**config.mk**
```make
export PLATFORM = sky130hd
export DESIGN_NAME = boot_strap_mode_select
export DESIGN_NICKNAME = d
export VERILOG_FILES = /design/src/design/boot_strap_pkg.sv /design/src/design/boot_mode_decode.sv /design/src/design/boot_strap_mode_select.sv /design/src/design/strap_sync.sv
export SDC_FILE = /design/constraint.sdc
export NUM_CORES = 1
export LEC_CHECK = 0
export ABC_AREA = 1
export BUFFER_PORTS_ARGS = -buffer_cell sky130_fd_sc_hd__buf_2
export CAP_MARGIN = 10
export CORE_UTILIZATION = 55
export DETAILED_ROUTE_END_ITERATION = 16
export HOLD_SLACK_MARGIN = 0.15
export PLACE_DENSITY = 0.8
export SYNTH_ARGS = -nofsm -noshare
export SYNTH_HDL_FRONTEND = slang
export SYNTH_SLANG_ARGS = --single-unit
```
**constraint.sdc**
```tcl
create_clock -name clk -period 5.2 [get_ports clk]
set_clock_uncertainty 0.15 [all_clocks]
set_input_delay 0.26 -clock clk [delete_from_list [all_inputs] [get_ports clk]]
set_output_delay 0.26 -clock clk [all_outputs]
set_load 0.005 [all_outputs]
```
**src/design/boot_strap_pkg.sv**
```systemverilog
// Shared constants and types for the boot strap mode select block
`default_nettype none
package boot_strap_pkg;
  // Boot mode codes
  typedef enum logic [1:0] {
    MODE_FLASH    = 2'b00,
    MODE_DOWNLOAD = 2'b01,
    MODE_SPI_DL   = 2'b10,
    MODE_INVALID  = 2'b11
  } boot_mode_t;

  // Capture sequencer states
  typedef enum logic [1:0] {
    CAP_IDLE = 2'b00,
    CAP_HOLD = 2'b01,
    CAP_DONE = 2'b10
  } cap_state_t;

  // Main clock rate, strap hold window and enable low time
  localparam int          CLK_HZ           = 10000000;
  localparam int          STRAP_HOLD_MS    = 3;
  localparam int          STRAP_HOLD_CYC   = (STRAP_HOLD_MS * (CLK_HZ / 1000));
  localparam int          EN_LOW_US        = 50;
  localparam int          EN_LOW_CYC       = (EN_LOW_US * (CLK_HZ / 1000000));

  // Reference crystal options and silicon revision
  localparam logic [1:0]  XTAL_26M         = 2'h0;
  localparam logic [1:0]  XTAL_40M         = 2'h1;
  localparam logic [7:0]  REV_V11          = 8'h11;

  // AXI register byte addresses
  localparam logic [7:0]  ADDR_STATUS      = 8'h00;
  localparam logic [7:0]  ADDR_CONTROL     = 8'h04;
  localparam logic [7:0]  ADDR_UART_ROUTE  = 8'h08;
  localparam logic [7:0]  ADDR_ID          = 8'h0c;

  // Reset values
  localparam logic [31:0] CONTROL_RESET    = 32'h0000_0000;
  localparam logic [31:0] UART_ROUTE_RESET = 32'h0000_0000;

  // Control field positions
  localparam int          CTL_SPI_DL       = 0;
  localparam int          CTL_RTC_EXT      = 1;
  localparam int          CTL_RTC_SQUARE   = 2;
  localparam int          CTL_XTAL_40M     = 3;

  // Response codes
  localparam logic [1:0]  RESP_OKAY        = 2'h0;
  localparam logic [1:0]  RESP_SLVERR      = 2'h2;
endpackage
`default_nettype wire

```
**src/design/boot_mode_decode.sv**
```systemverilog
// Combinational boot mode decode from the two strap levels
`default_nettype none
module boot_mode_decode (
  // Strap levels and software option
  input  wire logic                      downloadSelectStrap,
  input  wire logic                      bootSourceStrap,
  input  wire logic                      spiDownloadReq,
  // Decoded mode
  output var boot_strap_pkg::boot_mode_t mode
);
  always_comb begin
    if (bootSourceStrap) begin
      mode = boot_strap_pkg::MODE_FLASH;
    end else if (downloadSelectStrap) begin
      mode = spiDownloadReq ? boot_strap_pkg::MODE_SPI_DL : boot_strap_pkg::MODE_DOWNLOAD;
    end else begin
      mode = boot_strap_pkg::MODE_INVALID;
    end
  end
endmodule
`default_nettype wire

```
**src/design/boot_strap_mode_select.sv**
```systemverilog
// Boot strap capture, mode select, pin hand-back and AXI4-Lite registers
//
// The AXI4-Lite register port and the register offsets were left to the implementer.
`default_nettype none
module boot_strap_mode_select #(
  parameter int          HOLD_CYC    = boot_strap_pkg::STRAP_HOLD_CYC,
  parameter int          NUM_UART    = 2,
  parameter int          ROUTE_W     = 5,
  parameter logic [7:0]  SILICON_REV = boot_strap_pkg::REV_V11,
  // Arbitrary identification value
  parameter logic [15:0] BLOCK_ID    = 16'h5a5a
) (
  // Clock and reset (rst is the chip enable inverted)
  input  wire logic                        clk,
  input  wire logic                        rst,
  // Strap pins
  input  wire logic                        downloadSelectStrapPin,
  input  wire logic                        bootSourceStrapPin,
  // Strap pins in ordinary use after capture
  output logic                             strapPinsReleased,
  output logic      [1:0]                  strapPinsGpio,
  // Boot outcome
  output var boot_strap_pkg::boot_mode_t   bootMode,
  output logic                             bootModeValid,
  output logic                             invalidStraps,
  output logic                             serialDownloadEn,
  output logic                             spiDownloadEn,
  output logic                             primarySerialPortLogEn,
  // Clock source selection
  output logic                             rtcExtClockEn,
  output logic                             rtcSquareInput,
  output logic                             rtcPinsAsGpio,
  output logic                             xtal40mSel,
  // Extra serial port routing
  output logic      [NUM_UART*ROUTE_W-1:0] uartPinRoute,
  // AXI4-Lite slave
  input  wire logic [7:0]                  s_axi_awaddr,
  input  wire logic                        s_axi_awvalid,
  output logic                             s_axi_awready,
  input  wire logic [31:0]                 s_axi_wdata,
  input  wire logic [3:0]                  s_axi_wstrb,
  input  wire logic                        s_axi_wvalid,
  output logic                             s_axi_wready,
  output logic      [1:0]                  s_axi_bresp,
  output logic                             s_axi_bvalid,
  input  wire logic                        s_axi_bready,
  input  wire logic [7:0]                  s_axi_araddr,
  input  wire logic                        s_axi_arvalid,
  output logic                             s_axi_arready,
  output logic      [31:0]                 s_axi_rdata,
  output logic      [1:0]                  s_axi_rresp,
  output logic                             s_axi_rvalid,
  input  wire logic                        s_axi_rready
);
  localparam int CW = $clog2(HOLD_CYC + 1);

  logic [1:0]                  strapSync;
  boot_strap_pkg::boot_mode_t  decodedMode;
  boot_strap_pkg::cap_state_t  capState;
  boot_strap_pkg::cap_state_t  next_capState;
  logic [CW-1:0]               holdCnt;
  logic [CW-1:0]               next_holdCnt;
  boot_strap_pkg::boot_mode_t  next_bootMode;
  logic                        next_bootModeValid;
  logic [1:0]                  capStraps;
  logic [1:0]                  next_capStraps;
  logic [31:0]                 control;
  logic [31:0]                 next_control;
  logic [31:0]                 uartRoute;
  logic [31:0]                 next_uartRoute;
  logic                        awHeld;
  logic                        next_awHeld;
  logic [7:0]                  awAddr;
  logic [7:0]                  next_awAddr;
  logic                        wHeld;
  logic                        next_wHeld;
  logic [31:0]                 wData;
  logic [31:0]                 next_wData;
  logic [3:0]                  wStrb;
  logic [3:0]                  next_wStrb;
  logic                        next_bvalid;
  logic [1:0]                  next_bresp;
  logic                        next_rvalid;
  logic [31:0]                 next_rdata;
  logic [1:0]                  next_rresp;

  // Merge byte lanes into a register word
  function automatic logic [31:0] applyStrb(input logic [31:0] oldVal,
                                            input logic [31:0] newVal,
                                            input logic [3:0]  strb);
    logic [31:0] res;
    res = oldVal;
    for (int i = 0; i < 4; i++) begin
      if (strb[i]) begin
        res[i*8 +: 8] = newVal[i*8 +: 8];
      end
    end
    return res;
  endfunction

  // Strap pins come from the board, so they are synchronised first
  strap_sync #(
    .WIDTH (2)
  ) u_sync (
    .clk     (clk),
    .rst     (rst),
    .pinIn   ({bootSourceStrapPin, downloadSelectStrapPin}),
    .syncOut (strapSync)
  );

  boot_mode_decode u_decode (
    .downloadSelectStrap (capStraps[0]),
    .bootSourceStrap     (capStraps[1]),
    .spiDownloadReq      (control[boot_strap_pkg::CTL_SPI_DL]),
    .mode                (decodedMode)
  );

  // Capture sequencer: wait out the hold window after release, then latch
  always_comb begin
    next_capState      = capState;
    next_holdCnt       = holdCnt;
    next_capStraps     = capStraps;
    next_bootMode      = bootMode;
    next_bootModeValid = bootModeValid;
    case (capState)
      boot_strap_pkg::CAP_IDLE: begin
        next_holdCnt  = '0;
        next_capState = boot_strap_pkg::CAP_HOLD;
      end
      boot_strap_pkg::CAP_HOLD: begin
        next_capStraps = strapSync;
        if (holdCnt >= CW'(HOLD_CYC - 1)) begin
          next_capState = boot_strap_pkg::CAP_DONE;
        end else begin
          next_holdCnt = holdCnt + CW'(1);
        end
      end
      boot_strap_pkg::CAP_DONE: begin
        if (!bootModeValid) begin
          next_bootMode      = decodedMode;
          next_bootModeValid = 1'b1;
        end
      end
      default: begin
        next_capState = boot_strap_pkg::CAP_IDLE;
      end
    endcase
  end

  always_ff @(posedge clk or posedge rst) begin
    if (rst) begin
      capState      <= boot_strap_pkg::CAP_IDLE;
      holdCnt       <= '0;
      capStraps     <= 2'b10;
      bootMode      <= boot_strap_pkg::MODE_FLASH;
      bootModeValid <= 1'b0;
    end else begin
      capState      <= next_capState;
      holdCnt       <= next_holdCnt;
      capStraps     <= next_capStraps;
      bootMode      <= next_bootMode;
      bootModeValid <= next_bootModeValid;
    end
  end

  always_comb begin
    strapPinsReleased      = bootModeValid;
    strapPinsGpio          = bootModeValid ? strapSync : 2'b00;
    invalidStraps          = bootModeValid && (bootMode == boot_strap_pkg::MODE_INVALID);
    serialDownloadEn       = bootModeValid && (bootMode == boot_strap_pkg::MODE_DOWNLOAD);
    spiDownloadEn          = bootModeValid && (bootMode == boot_strap_pkg::MODE_SPI_DL);
    primarySerialPortLogEn = bootModeValid && !invalidStraps;
    rtcExtClockEn          = control[boot_strap_pkg::CTL_RTC_EXT];
    rtcSquareInput         = control[boot_strap_pkg::CTL_RTC_EXT] &&
                             control[boot_strap_pkg::CTL_RTC_SQUARE];
    rtcPinsAsGpio          = !control[boot_strap_pkg::CTL_RTC_EXT];
    // 40 MHz only on new silicon
    xtal40mSel             = control[boot_strap_pkg::CTL_XTAL_40M] &&
                             (SILICON_REV >= boot_strap_pkg::REV_V11);
    uartPinRoute           = uartRoute[NUM_UART*ROUTE_W-1:0];
  end

  // AXI4-Lite write path: address and data taken in either order
  always_comb begin
    next_awHeld    = awHeld;
    next_awAddr    = awAddr;
    next_wHeld     = wHeld;
    next_wData     = wData;
    next_wStrb     = wStrb;
    next_bvalid    = s_axi_bvalid;
    next_bresp     = s_axi_bresp;
    next_control   = control;
    next_uartRoute = uartRoute;
    if (s_axi_awvalid && s_axi_awready) begin
      next_awHeld = 1'b1;
      next_awAddr = s_axi_awaddr;
    end
    if (s_axi_wvalid && s_axi_wready) begin
      next_wHeld = 1'b1;
      next_wData = s_axi_wdata;
      next_wStrb = s_axi_wstrb;
    end
    if (s_axi_bvalid && s_axi_bready) begin
      next_bvalid = 1'b0;
    end
    if (awHeld && wHeld && !s_axi_bvalid) begin
      next_awHeld = 1'b0;
      next_wHeld  = 1'b0;
      next_bvalid = 1'b1;
      next_bresp  = boot_strap_pkg::RESP_OKAY;
      case ({awAddr[7:2], 2'b00})
        boot_strap_pkg::ADDR_CONTROL: begin
          next_control = applyStrb(control, wData, wStrb) & 32'h0000_000f;
        end
        boot_strap_pkg::ADDR_UART_ROUTE: begin
          next_uartRoute = applyStrb(uartRoute, wData, wStrb);
        end
        boot_strap_pkg::ADDR_STATUS,
        boot_strap_pkg::ADDR_ID: begin
        end
        default: begin
          next_bresp = boot_strap_pkg::RESP_SLVERR;
        end
      endcase
    end
  end

  always_comb begin
    s_axi_awready = !awHeld;
    s_axi_wready  = !wHeld;
    s_axi_arready = !s_axi_rvalid;
  end

  // AXI4-Lite read path
  always_comb begin
    next_rvalid = s_axi_rvalid;
    next_rdata  = s_axi_rdata;
    next_rresp  = s_axi_rresp;
    if (s_axi_rvalid && s_axi_rready) begin
      next_rvalid = 1'b0;
    end
    if (s_axi_arvalid && s_axi_arready) begin
      next_rvalid = 1'b1;
      next_rresp  = boot_strap_pkg::RESP_OKAY;
      case ({s_axi_araddr[7:2], 2'b00})
        boot_strap_pkg::ADDR_STATUS: begin
          next_rdata = {24'h00_0000, capStraps, invalidStraps, bootModeValid,
                        2'b00, bootMode};
        end
        boot_strap_pkg::ADDR_CONTROL: begin
          next_rdata = control;
        end
        boot_strap_pkg::ADDR_UART_ROUTE: begin
          next_rdata = uartRoute;
        end
        boot_strap_pkg::ADDR_ID: begin
          next_rdata = {SILICON_REV, 8'h00, BLOCK_ID};
        end
        default: begin
          next_rdata = 32'h0000_0000;
          next_rresp = boot_strap_pkg::RESP_SLVERR;
        end
      endcase
    end
  end

  always_ff @(posedge clk or posedge rst) begin
    if (rst) begin
      awHeld       <= 1'b0;
      awAddr       <= 8'h00;
      wHeld        <= 1'b0;
      wData        <= 32'h0000_0000;
      wStrb        <= 4'h0;
      s_axi_bvalid <= 1'b0;
      s_axi_bresp  <= boot_strap_pkg::RESP_OKAY;
      s_axi_rvalid <= 1'b0;
      s_axi_rdata  <= 32'h0000_0000;
      s_axi_rresp  <= boot_strap_pkg::RESP_OKAY;
      control      <= boot_strap_pkg::CONTROL_RESET;
      uartRoute    <= boot_strap_pkg::UART_ROUTE_RESET;
    end else begin
      awHeld       <= next_awHeld;
      awAddr       <= next_awAddr;
      wHeld        <= next_wHeld;
      wData        <= next_wData;
      wStrb        <= next_wStrb;
      s_axi_bvalid <= next_bvalid;
      s_axi_bresp  <= next_bresp;
      s_axi_rvalid <= next_rvalid;
      s_axi_rdata  <= next_rdata;
      s_axi_rresp  <= next_rresp;
      control      <= next_control;
      uartRoute    <= next_uartRoute;
    end
  end
endmodule
`default_nettype wire

```
**src/design/strap_sync.sv**
```systemverilog
// Two-flop synchroniser for a bus of pin levels
`default_nettype none
module strap_sync #(
  parameter int WIDTH = 2
) (
  // Clock and reset
  input  wire logic             clk,
  input  wire logic             rst,
  // Pins in, synchronised out
  input  wire logic [WIDTH-1:0] pinIn,
  output logic      [WIDTH-1:0] syncOut
);
  logic [WIDTH-1:0] stage1;
  logic [WIDTH-1:0] next_stage1;
  logic [WIDTH-1:0] next_syncOut;

  always_comb begin
    next_stage1  = pinIn;
    next_syncOut = stage1;
  end

  always_ff @(posedge clk or posedge rst) begin
    if (rst) begin
      stage1  <= '0;
      syncOut <= '0;
    end else begin
      stage1  <= next_stage1;
      syncOut <= next_syncOut;
    end
  end
endmodule
`default_nettype wire

```
Yosys cells after proc, flatten, opt, wreduce, memory -nomap -nowiden
Cells that the tools add are included.

storage, ports and cells
  flip-flop bits (word level) = 146
  input bits = 61

cells by class
  bitwise logic cells = 2
  reductions and logical operators = 36
  eq/ne operators = 13
  order comparisons = 1
  add/subtract/negate cells = 1
  mux-type cells = 19

operator list
  cell                                                  number
  case mux 32 bit (4 select lines)                      1
  case mux 15 bit (2 select lines)                      1
  equality test 6 x 2 -> 1 bit (second input constant)  4
  adder 15 x 1 -> 15 bit (second input constant)        1
  >= comparator 15 bit (second input constant)          1
  two-way mux 15 bit                                    1
  AND reduction 3 bit                                   5
  two-way mux 2 bit                                     7
  equality test 6 x 1 -> 1 bit (second input constant)  2
  logical AND 1 bit                                     12
  logical NOT 6 bit                                     2
  nonzero test 2 bit                                    5
  two-way mux 1 bit                                     8
  OR reduction 4 bit                                    2
  equality test 2 bit (second input constant)           3
  logical NOT 1 bit                                     6
  case mux 2 bit (3 select lines)                       1
  AND reduction 2 bit                                   3
  equality test 2 x 1 -> 1 bit (second input constant)  2
  inequality test 2 bit (second input constant)         2
  logical NOT 2 bit                                     1
  inverter 1 bit                                        2

Logic depth before layout (Yosys ltp)
Gate-level depths: netlist (run 1).

  word-level depth = 4
  mapped depth = 10
  gate-level depth less buffers = 10

Modules after synthesis
A second synthesis (run 1) with hierarchy kept.

second synthesis, totals
  cell total of the unflattened synthesis = 707
  area total of the unflattened synthesis = 6287.3 um2

by module, submodules not included
  module                  area an instance (um2)  cells an instance  instances
  boot_strap_mode_select  6165.9                  699                1
  strap_sync              103.8                   5                  1
  boot_mode_decode        17.5                    3                  1

Worst setup path before layout (run 1)
OpenSTA, ideal clock, no wires.

  kind = register -> register
  start = register holdCnt[0]
  end = register holdCnt[2]
  path slack = 3531 ps
  stages on the path, launching flop included = 11
  setup time = 117 ps
  buffers on the path = 1
  arrival time = 1402 ps
  required time = 4933 ps
  path through = dfrtp_1 > ha_1 > nand3_1 > nand2_1 > inv_1 > nand2_1 > nand3_1 > nand3_2 > buf_6 > nand3_1 > nand2_1

between the ends
  cells in the longest elaborated chain, start to end = 3
  elaborated cells between the ends (all ways) = 6
  classes of those cells = 1 x add/sub; 1 x order compare; 1 x eq/ne; 2 x mux; 1 x reduce/logical

ends and longest elaborated chain
  item                                                                            line                                                          source
  start, declared                                                                 boot_strap_mode_select.sv:61                                  logic [CW-1:0] holdCnt;
  start signal, assigned                                                          boot_strap_mode_select.sv:159                                 holdCnt <= next_holdCnt;
  adder 15 x 1 -> 15 bit / >= comparator 15 bit (equally long branches)           boot_strap_mode_select.sv:135, boot_strap_mode_select.sv:132
  two-way mux 15 bit / inequality test 2 bit (equally long branches)              n/a
  case mux 15 bit (2 select lines) / AND reduction 2 bit (equally long branches)  n/a

Several ways; a longest one is shown, not always the timed one. The select of a mux whose other input is x is not followed.
A chain may end at the register's enable or synchronous reset.

Worst setup path after layout (run 1)
  start = input s_axi_araddr[5]
  end = register s_axi_rdata[3]

between the ends
  cells in the longest elaborated chain, start to end = 2
  elaborated cells between the ends (all ways) = 5
  classes of those cells = 3 x eq/ne; 1 x mux; 1 x reduce/logical

ends and longest elaborated chain
  item                                                        line                           source
  start, declared                                             boot_strap_mode_select.sv:47   input wire logic [7:0] s_axi_araddr,
  equality test 6 x 2 -> 1 bit, or another cell as far along  boot_strap_mode_select.sv:245  case ({s_axi_araddr[7:2], 2'b00})
  case mux 32 bit (4 select lines) (*)                        boot_strap_mode_select.sv:245
  end signal, assigned                                        boot_strap_mode_select.sv:290  s_axi_rdata <= next_rdata;
  end, declared                                               boot_strap_mode_select.sv:50   output logic [31:0] s_axi_rdata,

Mark *: on every way between the ends. The rest lies on a longest branch, timed or not.

==> results of run 1 <==
==> worst paths after layout <==
kind                                             startpoint                     endpoint  slack, ns  cells after the start
max                                         s_axi_araddr[5]   s_axi_rdata[3]$_DFFE_PP0P_       2.01                     10
min                        u_sync.next_syncOut[0]$_DFF_PP0_  u_sync.syncOut[0]$_DFF_PP0_       0.20                      0
max reg2reg                        s_axi_rvalid$_DFFE_PP0P_   s_axi_rdata[3]$_DFFE_PP0P_       2.40                      8
min reg2reg                u_sync.next_syncOut[0]$_DFF_PP0_  u_sync.syncOut[0]$_DFF_PP0_       0.20                      0
max in group asynchronous                               rst       control[3]$_DFFE_PP0P_       3.40                      4
min in group asynchronous                               rst     capStraps[0]$_DFFE_PP0P_       0.27                      3
==> logic make-up after synthesis <==
group,after synthesis,synth area share (%)
compound gates,123,11.8
flops,142,57.4
fa+ha+maj,1,0.202
mux,7,1.27
xor+xnor,9,1.27
other cells,1,0.0605
buf+inv,114,8.38
simple gates,296,19.6
==> flip-flops by register name, summed over array words and instances, names as in the netlist <==
signal and flops:
u_sync.next_syncOut 2, u_sync.syncOut 2, awAddr 6, wData 32, awHeld 1, wStrb 4, bootMode 2, s_axi_bvalid 1
s_axi_rvalid 1, s_axi_rresp 1, bootModeValid 1, uartRoute 32, capStraps 2, wHeld 1, capState 2, s_axi_bresp 1
control 4, holdCnt 15, s_axi_rdata 32
==> timing repair <==
| action | CTS | global route |
|---|---|---|
| buffers inserted | 0 | 0 |
| hold buffers | 69 | 0 |
| hold endpoints to repair | 140 | 0 |
==> cells in the final DEF (no fill, tap or decap), types with 2 or more instances in the layout <==
cell type / count
nand2_2: 3
nand2_1: 170
nor3_1: 4
bufinv_16: 4
nand3_2: 4
nand3_1: 29
clkbuf_8: 2
o21ai_0: 41
buf_4: 3
o211ai_1: 5
conb_1: 2
xor2_1: 6
inv_6: 3
o21ai_2: 24
o21ai_1: 3
inv_2: 2
mux2_2: 7
a21oi_1: 45
nand4_1: 3
xnor2_1: 3
buf_2: 119
dfrtp_1: 141
nor2_1: 79
clkinvlp_4: 4
dlygate4sd3_1: 69
clkbuf_16: 16
clkinv_2: 2
inv_1: 76
==> layer usage <==
layer | GRT usage (%) | vias to the layer above
met4 | 11.4 | 0
met1 | 34.3 | 2629
li1 | - | 2538
met3 | 7.66 | 35
met5 | 0 | -
met2 | 48.6 | 217
==> final cells by class <==
cell class	count	share of cell area [%]
Timing Repair Buffer	191	16.2
Multi-Input combinational cell	438	26.3
Tap cell	140	2.17
Sequential cell	142	44.0
Clock buffer	19	5.34
Inverter	79	3.73
Clock inverter	13	2.31
==> where the power goes <==
group / internal, W / switching (W)
Combinational: 0.000314 / 0.000435
Sequential: 0.00141 / 0.000153
Clock: 0.000793 / 0.000470
Total: 0.00251 / 0.00106
==> metrics by stage <==
stage | worst slack [ns] | cells | util (%) | power [W] | cell area (µm²)
after detailed placement | 2.62 | 921 | 62.2 | 0.00222 | 6780
after floorplan | 0.982 | 694 | - | 0.00204 | 6200
after CTS | 2.06 | 1022 | 74.2 | 0.00355 | 8080
final | 2.01 | 1022 | 74.2 | 0.00357 | 8080
after global routing | 1.81 | 1022 | 74.2 | 0.00375 | 8080
after global placement | 2.73 | 921 | 62.2 | 0.00217 | 6780
==> results.toml, run 1 <==
[clock_network]
cts_tree = "built"
clkSinkCount = 142
clock_latency_ns = 0.54
clockBufferDepth = 2
h-tree-depth = 4
clkSlewWorstSetupHoldPaths_ns = 0.06
cts_resized = 0
cts_made_buffers = 17
clock-root-buffer = "clkbuf_8"

[die]
fp.dieH_um = 108
num_io_pins = 126
core_region_area_um2 = 10900
initial_core_util_pct = 56.9
core.rowCount = 38
die_x_um = 108
die_area_um2 = 11700

[worst_setup_path]
critPathKind = "input pin to register"
worst-path-buf-inv = 4
cp_common_cell = "nand2_1"
critPathArrivalTime_ns = 3.51
critical_path.max_fanout = 20
critical_path.slowest_cell = "nand3_1"
cp_top_family = "buffers and inverters"
path_cells = "dlygate4sd3_1 -> buf_2 -> nor2_1 -> nand3_1 -> inv_1 -> nand2_1 -> nand3_1 -> nand2_1 -> nand2_1 -> dlygate4sd3_1"
cp-end-kind = "register"
max_stage_delay_ns = 0.70
crit_required_ns = 5.52
critPathLaunchType = "input pin"

[grt]
overflow = 0
grt_antenna_before_repair = 0
grt_pass1_vias = 5231
grt_pass1_wl_mm = 25.1
grt.total_usage_pct = 28.5
grt_max_degree = 88

[sta]
relSlewSlack_pct = 41.1
hold_slack_ns = 0.198
finalSetupViolCount = 0
rsz0062_at_grt = "false"
worst_pin_slew_ns = 0.881
slew_violations = 0
max_clock_freq_mhz = 313
timing.final.crit_share_pct = 61.4
fin_setup_tns_ns = 0
min_period_ns = 3.19
hold_violations = 0

[run_status]
outcome = "finished clean"

[synthesis]
netlist_area_um2 = 6190
ys_seq_elements = 142
synth_ff_type = "dfrtp_1"
syn_area_per_cell_um2 = 8.94
ys_seq_area_share_pct = 57.4
synth_top_area_cell = "dfrtp_1"
synth_edf_count = 0
synth_cell_types = 34
ys_warn_count = 0
yosys-top-cells-count = "nand2_1 (171), dfrtp_1 (141), nor2_1 (79)"
async_flop_share_pct = 100
yosysMostFrequentCell = "nand2_1"
synthTopCellsByArea = "dfrtp_1 (57%), nand2_1 (10%), nor2_1 (4.8%), inv_1 (4.7%), a21oi_1 (3.6%)"
netlist_instances = 693
synth_top_area_share_pct = 57.0

[placement]
hpwlAfterDp_mm = 9.26
place.gp.congestion = 0.878
io_buffer_count = 119

[final_layout]
seqCellArea_um2 = 3550
diodes = 0
multi_input_area_um2 = 2130
drive_above_1_share_pct = 22.3
fillers = 721
area_growth_pct = 30.5
nets = 931

[drt]
routed_wl_mm = 15.8
wl_met1_mm = 6.34
drc = 0
ant_nets = 0
wl_per_cell_um = 15.4
vias = 5419
wl_met3_um = 962
met2_length_mm = 8.19
first_iter_violations = 364
first_pass_iters = 6
vias_per_cell = 5.30
top_layer = "met4"

[power]
p_per_area_nw_per_um2 = 442
ir_drop_mv = 0.393
power.leakage_nw = 4.17

[min_path]
hp-class = "register to register"

[flow_run]
drv_cap = 0
No activity file was read; power rests on OpenSTA's default activity.
==> run 2, diff against run 1 <==
ABC_AREA = 0   (was 1)
CORE_UTILIZATION = 54   (was 55)
PLACE_DENSITY = 0.79   (was 0.8)
clock period = 3.3 ns   (was 5.2 ns; I/O delays follow)
==> results.toml, run 2 <==
[run_status]
outcome = "finished clean"

[drt]
vias = 4535
vias_per_cell = 5.59
ant_nets = 0
drc = 0
routed_wl_mm = 14.1
first_iter_violations = 330
wl_per_cell_um = 17.4
first_pass_iters = 5

[grt]
grt_pass1_wl_mm = 23.2
grt.total_usage_pct = 26.7
grt_pass1_vias = 4708
grt_antenna_before_repair = 0
use_met3_pct = 4.74
grt_use_met1_pct = 33.6
overflow = 0
grt_max_degree = 129
top_usage_layer = "met2"
grtUsageMet2_pct = 45.4

[power]
clock_power_share_pct = 33.9
seqPwrFrac_pct = 46.9
p_switching_w = 0.00155
ir_drop_mv = 0.440
internal_power_w = 0.00394
p_per_area_nw_per_um2 = 694
comb_power_share_pct = 19.1
p_sw_share_pct = 28.2
p_total_w = 0.00549
power.leakage_nw = 3.82

[synthesis]
yosys-top-cells-count = "dfrtp_1 (141), mux2_2 (78), nand2_1 (43)"
synth_edf_count = 0
synth_ff_type = "dfrtp_1"
netlist_instances = 477
synth_cell_types = 52
ys_seq_elements = 142
netlist_area_um2 = 5950
synthTopCellsByArea = "dfrtp_1 (59%), mux2_2 (15%), o21ai_0 (3.2%), a22o_1 (2.8%), nand2_1 (2.7%)"
yosysMostFrequentCell = "dfrtp_1"
ys_warn_count = 0
synth_top_area_cell = "dfrtp_1"
syn_area_per_cell_um2 = 12.5
ys_seq_area_share_pct = 59.7
synth_top_area_share_pct = 59.3
async_flop_share_pct = 100

[clock_network]
h-tree-depth = 4
cts_tree = "built"
clockBufferDepth = 2
clkSlewWorstSetupHoldPaths_ns = 0.06
cts_made_buffers = 17
clkSinkCount = 142
cts_setup_buffers = 0
clock-root-buffer = "clkbuf_8"
cts_resized = 0
clock_latency_ns = 0.52

[final_layout]
drive_above_1_share_pct = 37.3
diodes = 0
reg_top3 = "s_axi_rdata (32), uartRoute (32), wData (32)"
nets = 724
final_core_util_pct = 75.3
finalNonFillerCells = 811
area_growth_pct = 32.9
fillers = 643
final_common_cell = "dfrtp_1"
final_cell_mix = "dfrtp_1 (141), buf_2 (119), mux2_2 (78), dlygate4sd3_1 (71), nand2_1 (43)"
fin_area_um2 = 7910

[worst_setup_path]
critPathKind = "input pin to register"
cp-end-kind = "register"
cp_common_cell = "dlygate4sd3_1"
critPathLaunchType = "input pin"
max_stage_delay_ns = 0.72
worst-path-buf-inv = 5
cp_top_family = "buffers and inverters"
critical_path.slowest_cell = "dlygate4sd3_1"
critical_path.max_fanout = 6
crit_required_ns = 3.61
critPathArrivalTime_ns = 3.10
path_cells = "dlygate4sd3_1 -> buf_2 -> nor4_4 -> dlygate4sd3_1 -> o221ai_1 -> dlygate4sd3_1 -> o21ai_0 -> dlygate4sd3_1"

[sta]
slew_violations = 0
max_clock_freq_mhz = 358
finalSetupViolCount = 0
min_period_ns = 2.79
fin_setup_tns_ns = 0
timing.final.crit_share_pct = 84.7
hold_violations = 0
worst_pin_slew_ns = 0.877
rsz0062_at_grt = "false"
relSlewSlack_pct = 41.5

[die]
die_x_um = 107
fp.dieH_um = 107
num_io_pins = 126
core_region_area_um2 = 10500
initial_core_util_pct = 56.6
die_area_um2 = 11400
core.rowCount = 37

[placement]
place.gp.congestion = 0.815
hpwlAfterDp_mm = 8.43
dpl-instance-area_um2 = 6610
place_inst = 708
io_buffer_count = 119

[min_path]
hp-class = "register to register"

[flow_run]
drv_cap = 0
[run 2: cell count changes after synthesis, moves of 6 or more]
cell	delta
and2_1	+6
a21oi_1	-34
mux2_2	+71
inv_1	-65
nor2b_1	+8
nand2_1	-128
o21ai_2	-24
xor2_1	-6
a22o_1	+19
nor2_1	-62
nand3_1	-21
[run 2: area by class of cell]
type | instances | area [µm²] | share of cell area (%)
flip-flops and latches | 142 | 3550 | 44.9
inverters | 12 | 48.8 | 0.617
clock inverters | 15 | 174 | 2.20
well taps | 136 | 170 | 2.15
clock buffers | 17 | 414 | 5.24
multi-input cells | 294 | 2190 | 27.7
repair buffers | 195 | 1360 | 17.1
[run 2: path summary, 6_finish.rpt]
kind,slack (ns),depth (start not counted),startpoint,end
setup / recovery,0.51,8,s_axi_araddr[6],s_axi_rdata[6]$_DFFE_PP0P_
hold / removal,0.21,0,u_sync.next_syncOut[0]$_DFF_PP0_,u_sync.syncOut[0]$_DFF_PP0_
setup reg to reg,1.05,3,wHeld$_DFFE_PP0P_,wData[31]$_DFFE_PP0P_
hold reg to reg,0.21,0,u_sync.next_syncOut[0]$_DFF_PP0_,u_sync.syncOut[0]$_DFF_PP0_
max in group asynchronous,1.43,5,rst,wData[13]$_DFFE_PP0P_
min in group asynchronous,0.61,4,rst,uartRoute[0]$_DFFE_PP0P_
[run 2: metrics by stage]
stage,hold slack (ns),setup slack [ns]
floorplan,0.0464,1.21
global route,0.229,0.347
CTS,0.207,0.575
detailed placement,0.00797,1.10
finish,0.214,0.506
global placement,-0.00179,1.19
[run 2: logic make-up after synthesis]
logic type	after synthesis	synth area share, %
compound gates	95	10.4
fa+ha+maj	1	0.210
buf+inv	42	3.64
flops	142	59.7
mux	83	15.6
other cells	1	0.0630
simple gates	113	10.3
[run 2: power by group through the flow]
stage          clock (W)  combinational (W)  sequential (W)
2_1_floorplan          0           0.000716         0.00247
3_3_place_gp           0           0.000840         0.00254
3_5_place_dp           0           0.000891         0.00258
4_1_cts          0.00189            0.00104         0.00256
5_1_grt          0.00197            0.00114         0.00263
6_report         0.00186            0.00105         0.00257
[run 2: per-layer routing]
metal	share of wire, %	vias to the layer above
met2	52	155
met1	41	2288
met4	2.4	0
met3	4.8	29
met5	0	-
li1	-	2063
[run 2: timing repair]
| item | CTS | global route |
|---|---|---|
| hold endpoints to repair | 204 | 0 |
| setup endpoints to repair | 0 | 0 |
| hold buffers | 71 | 0 |
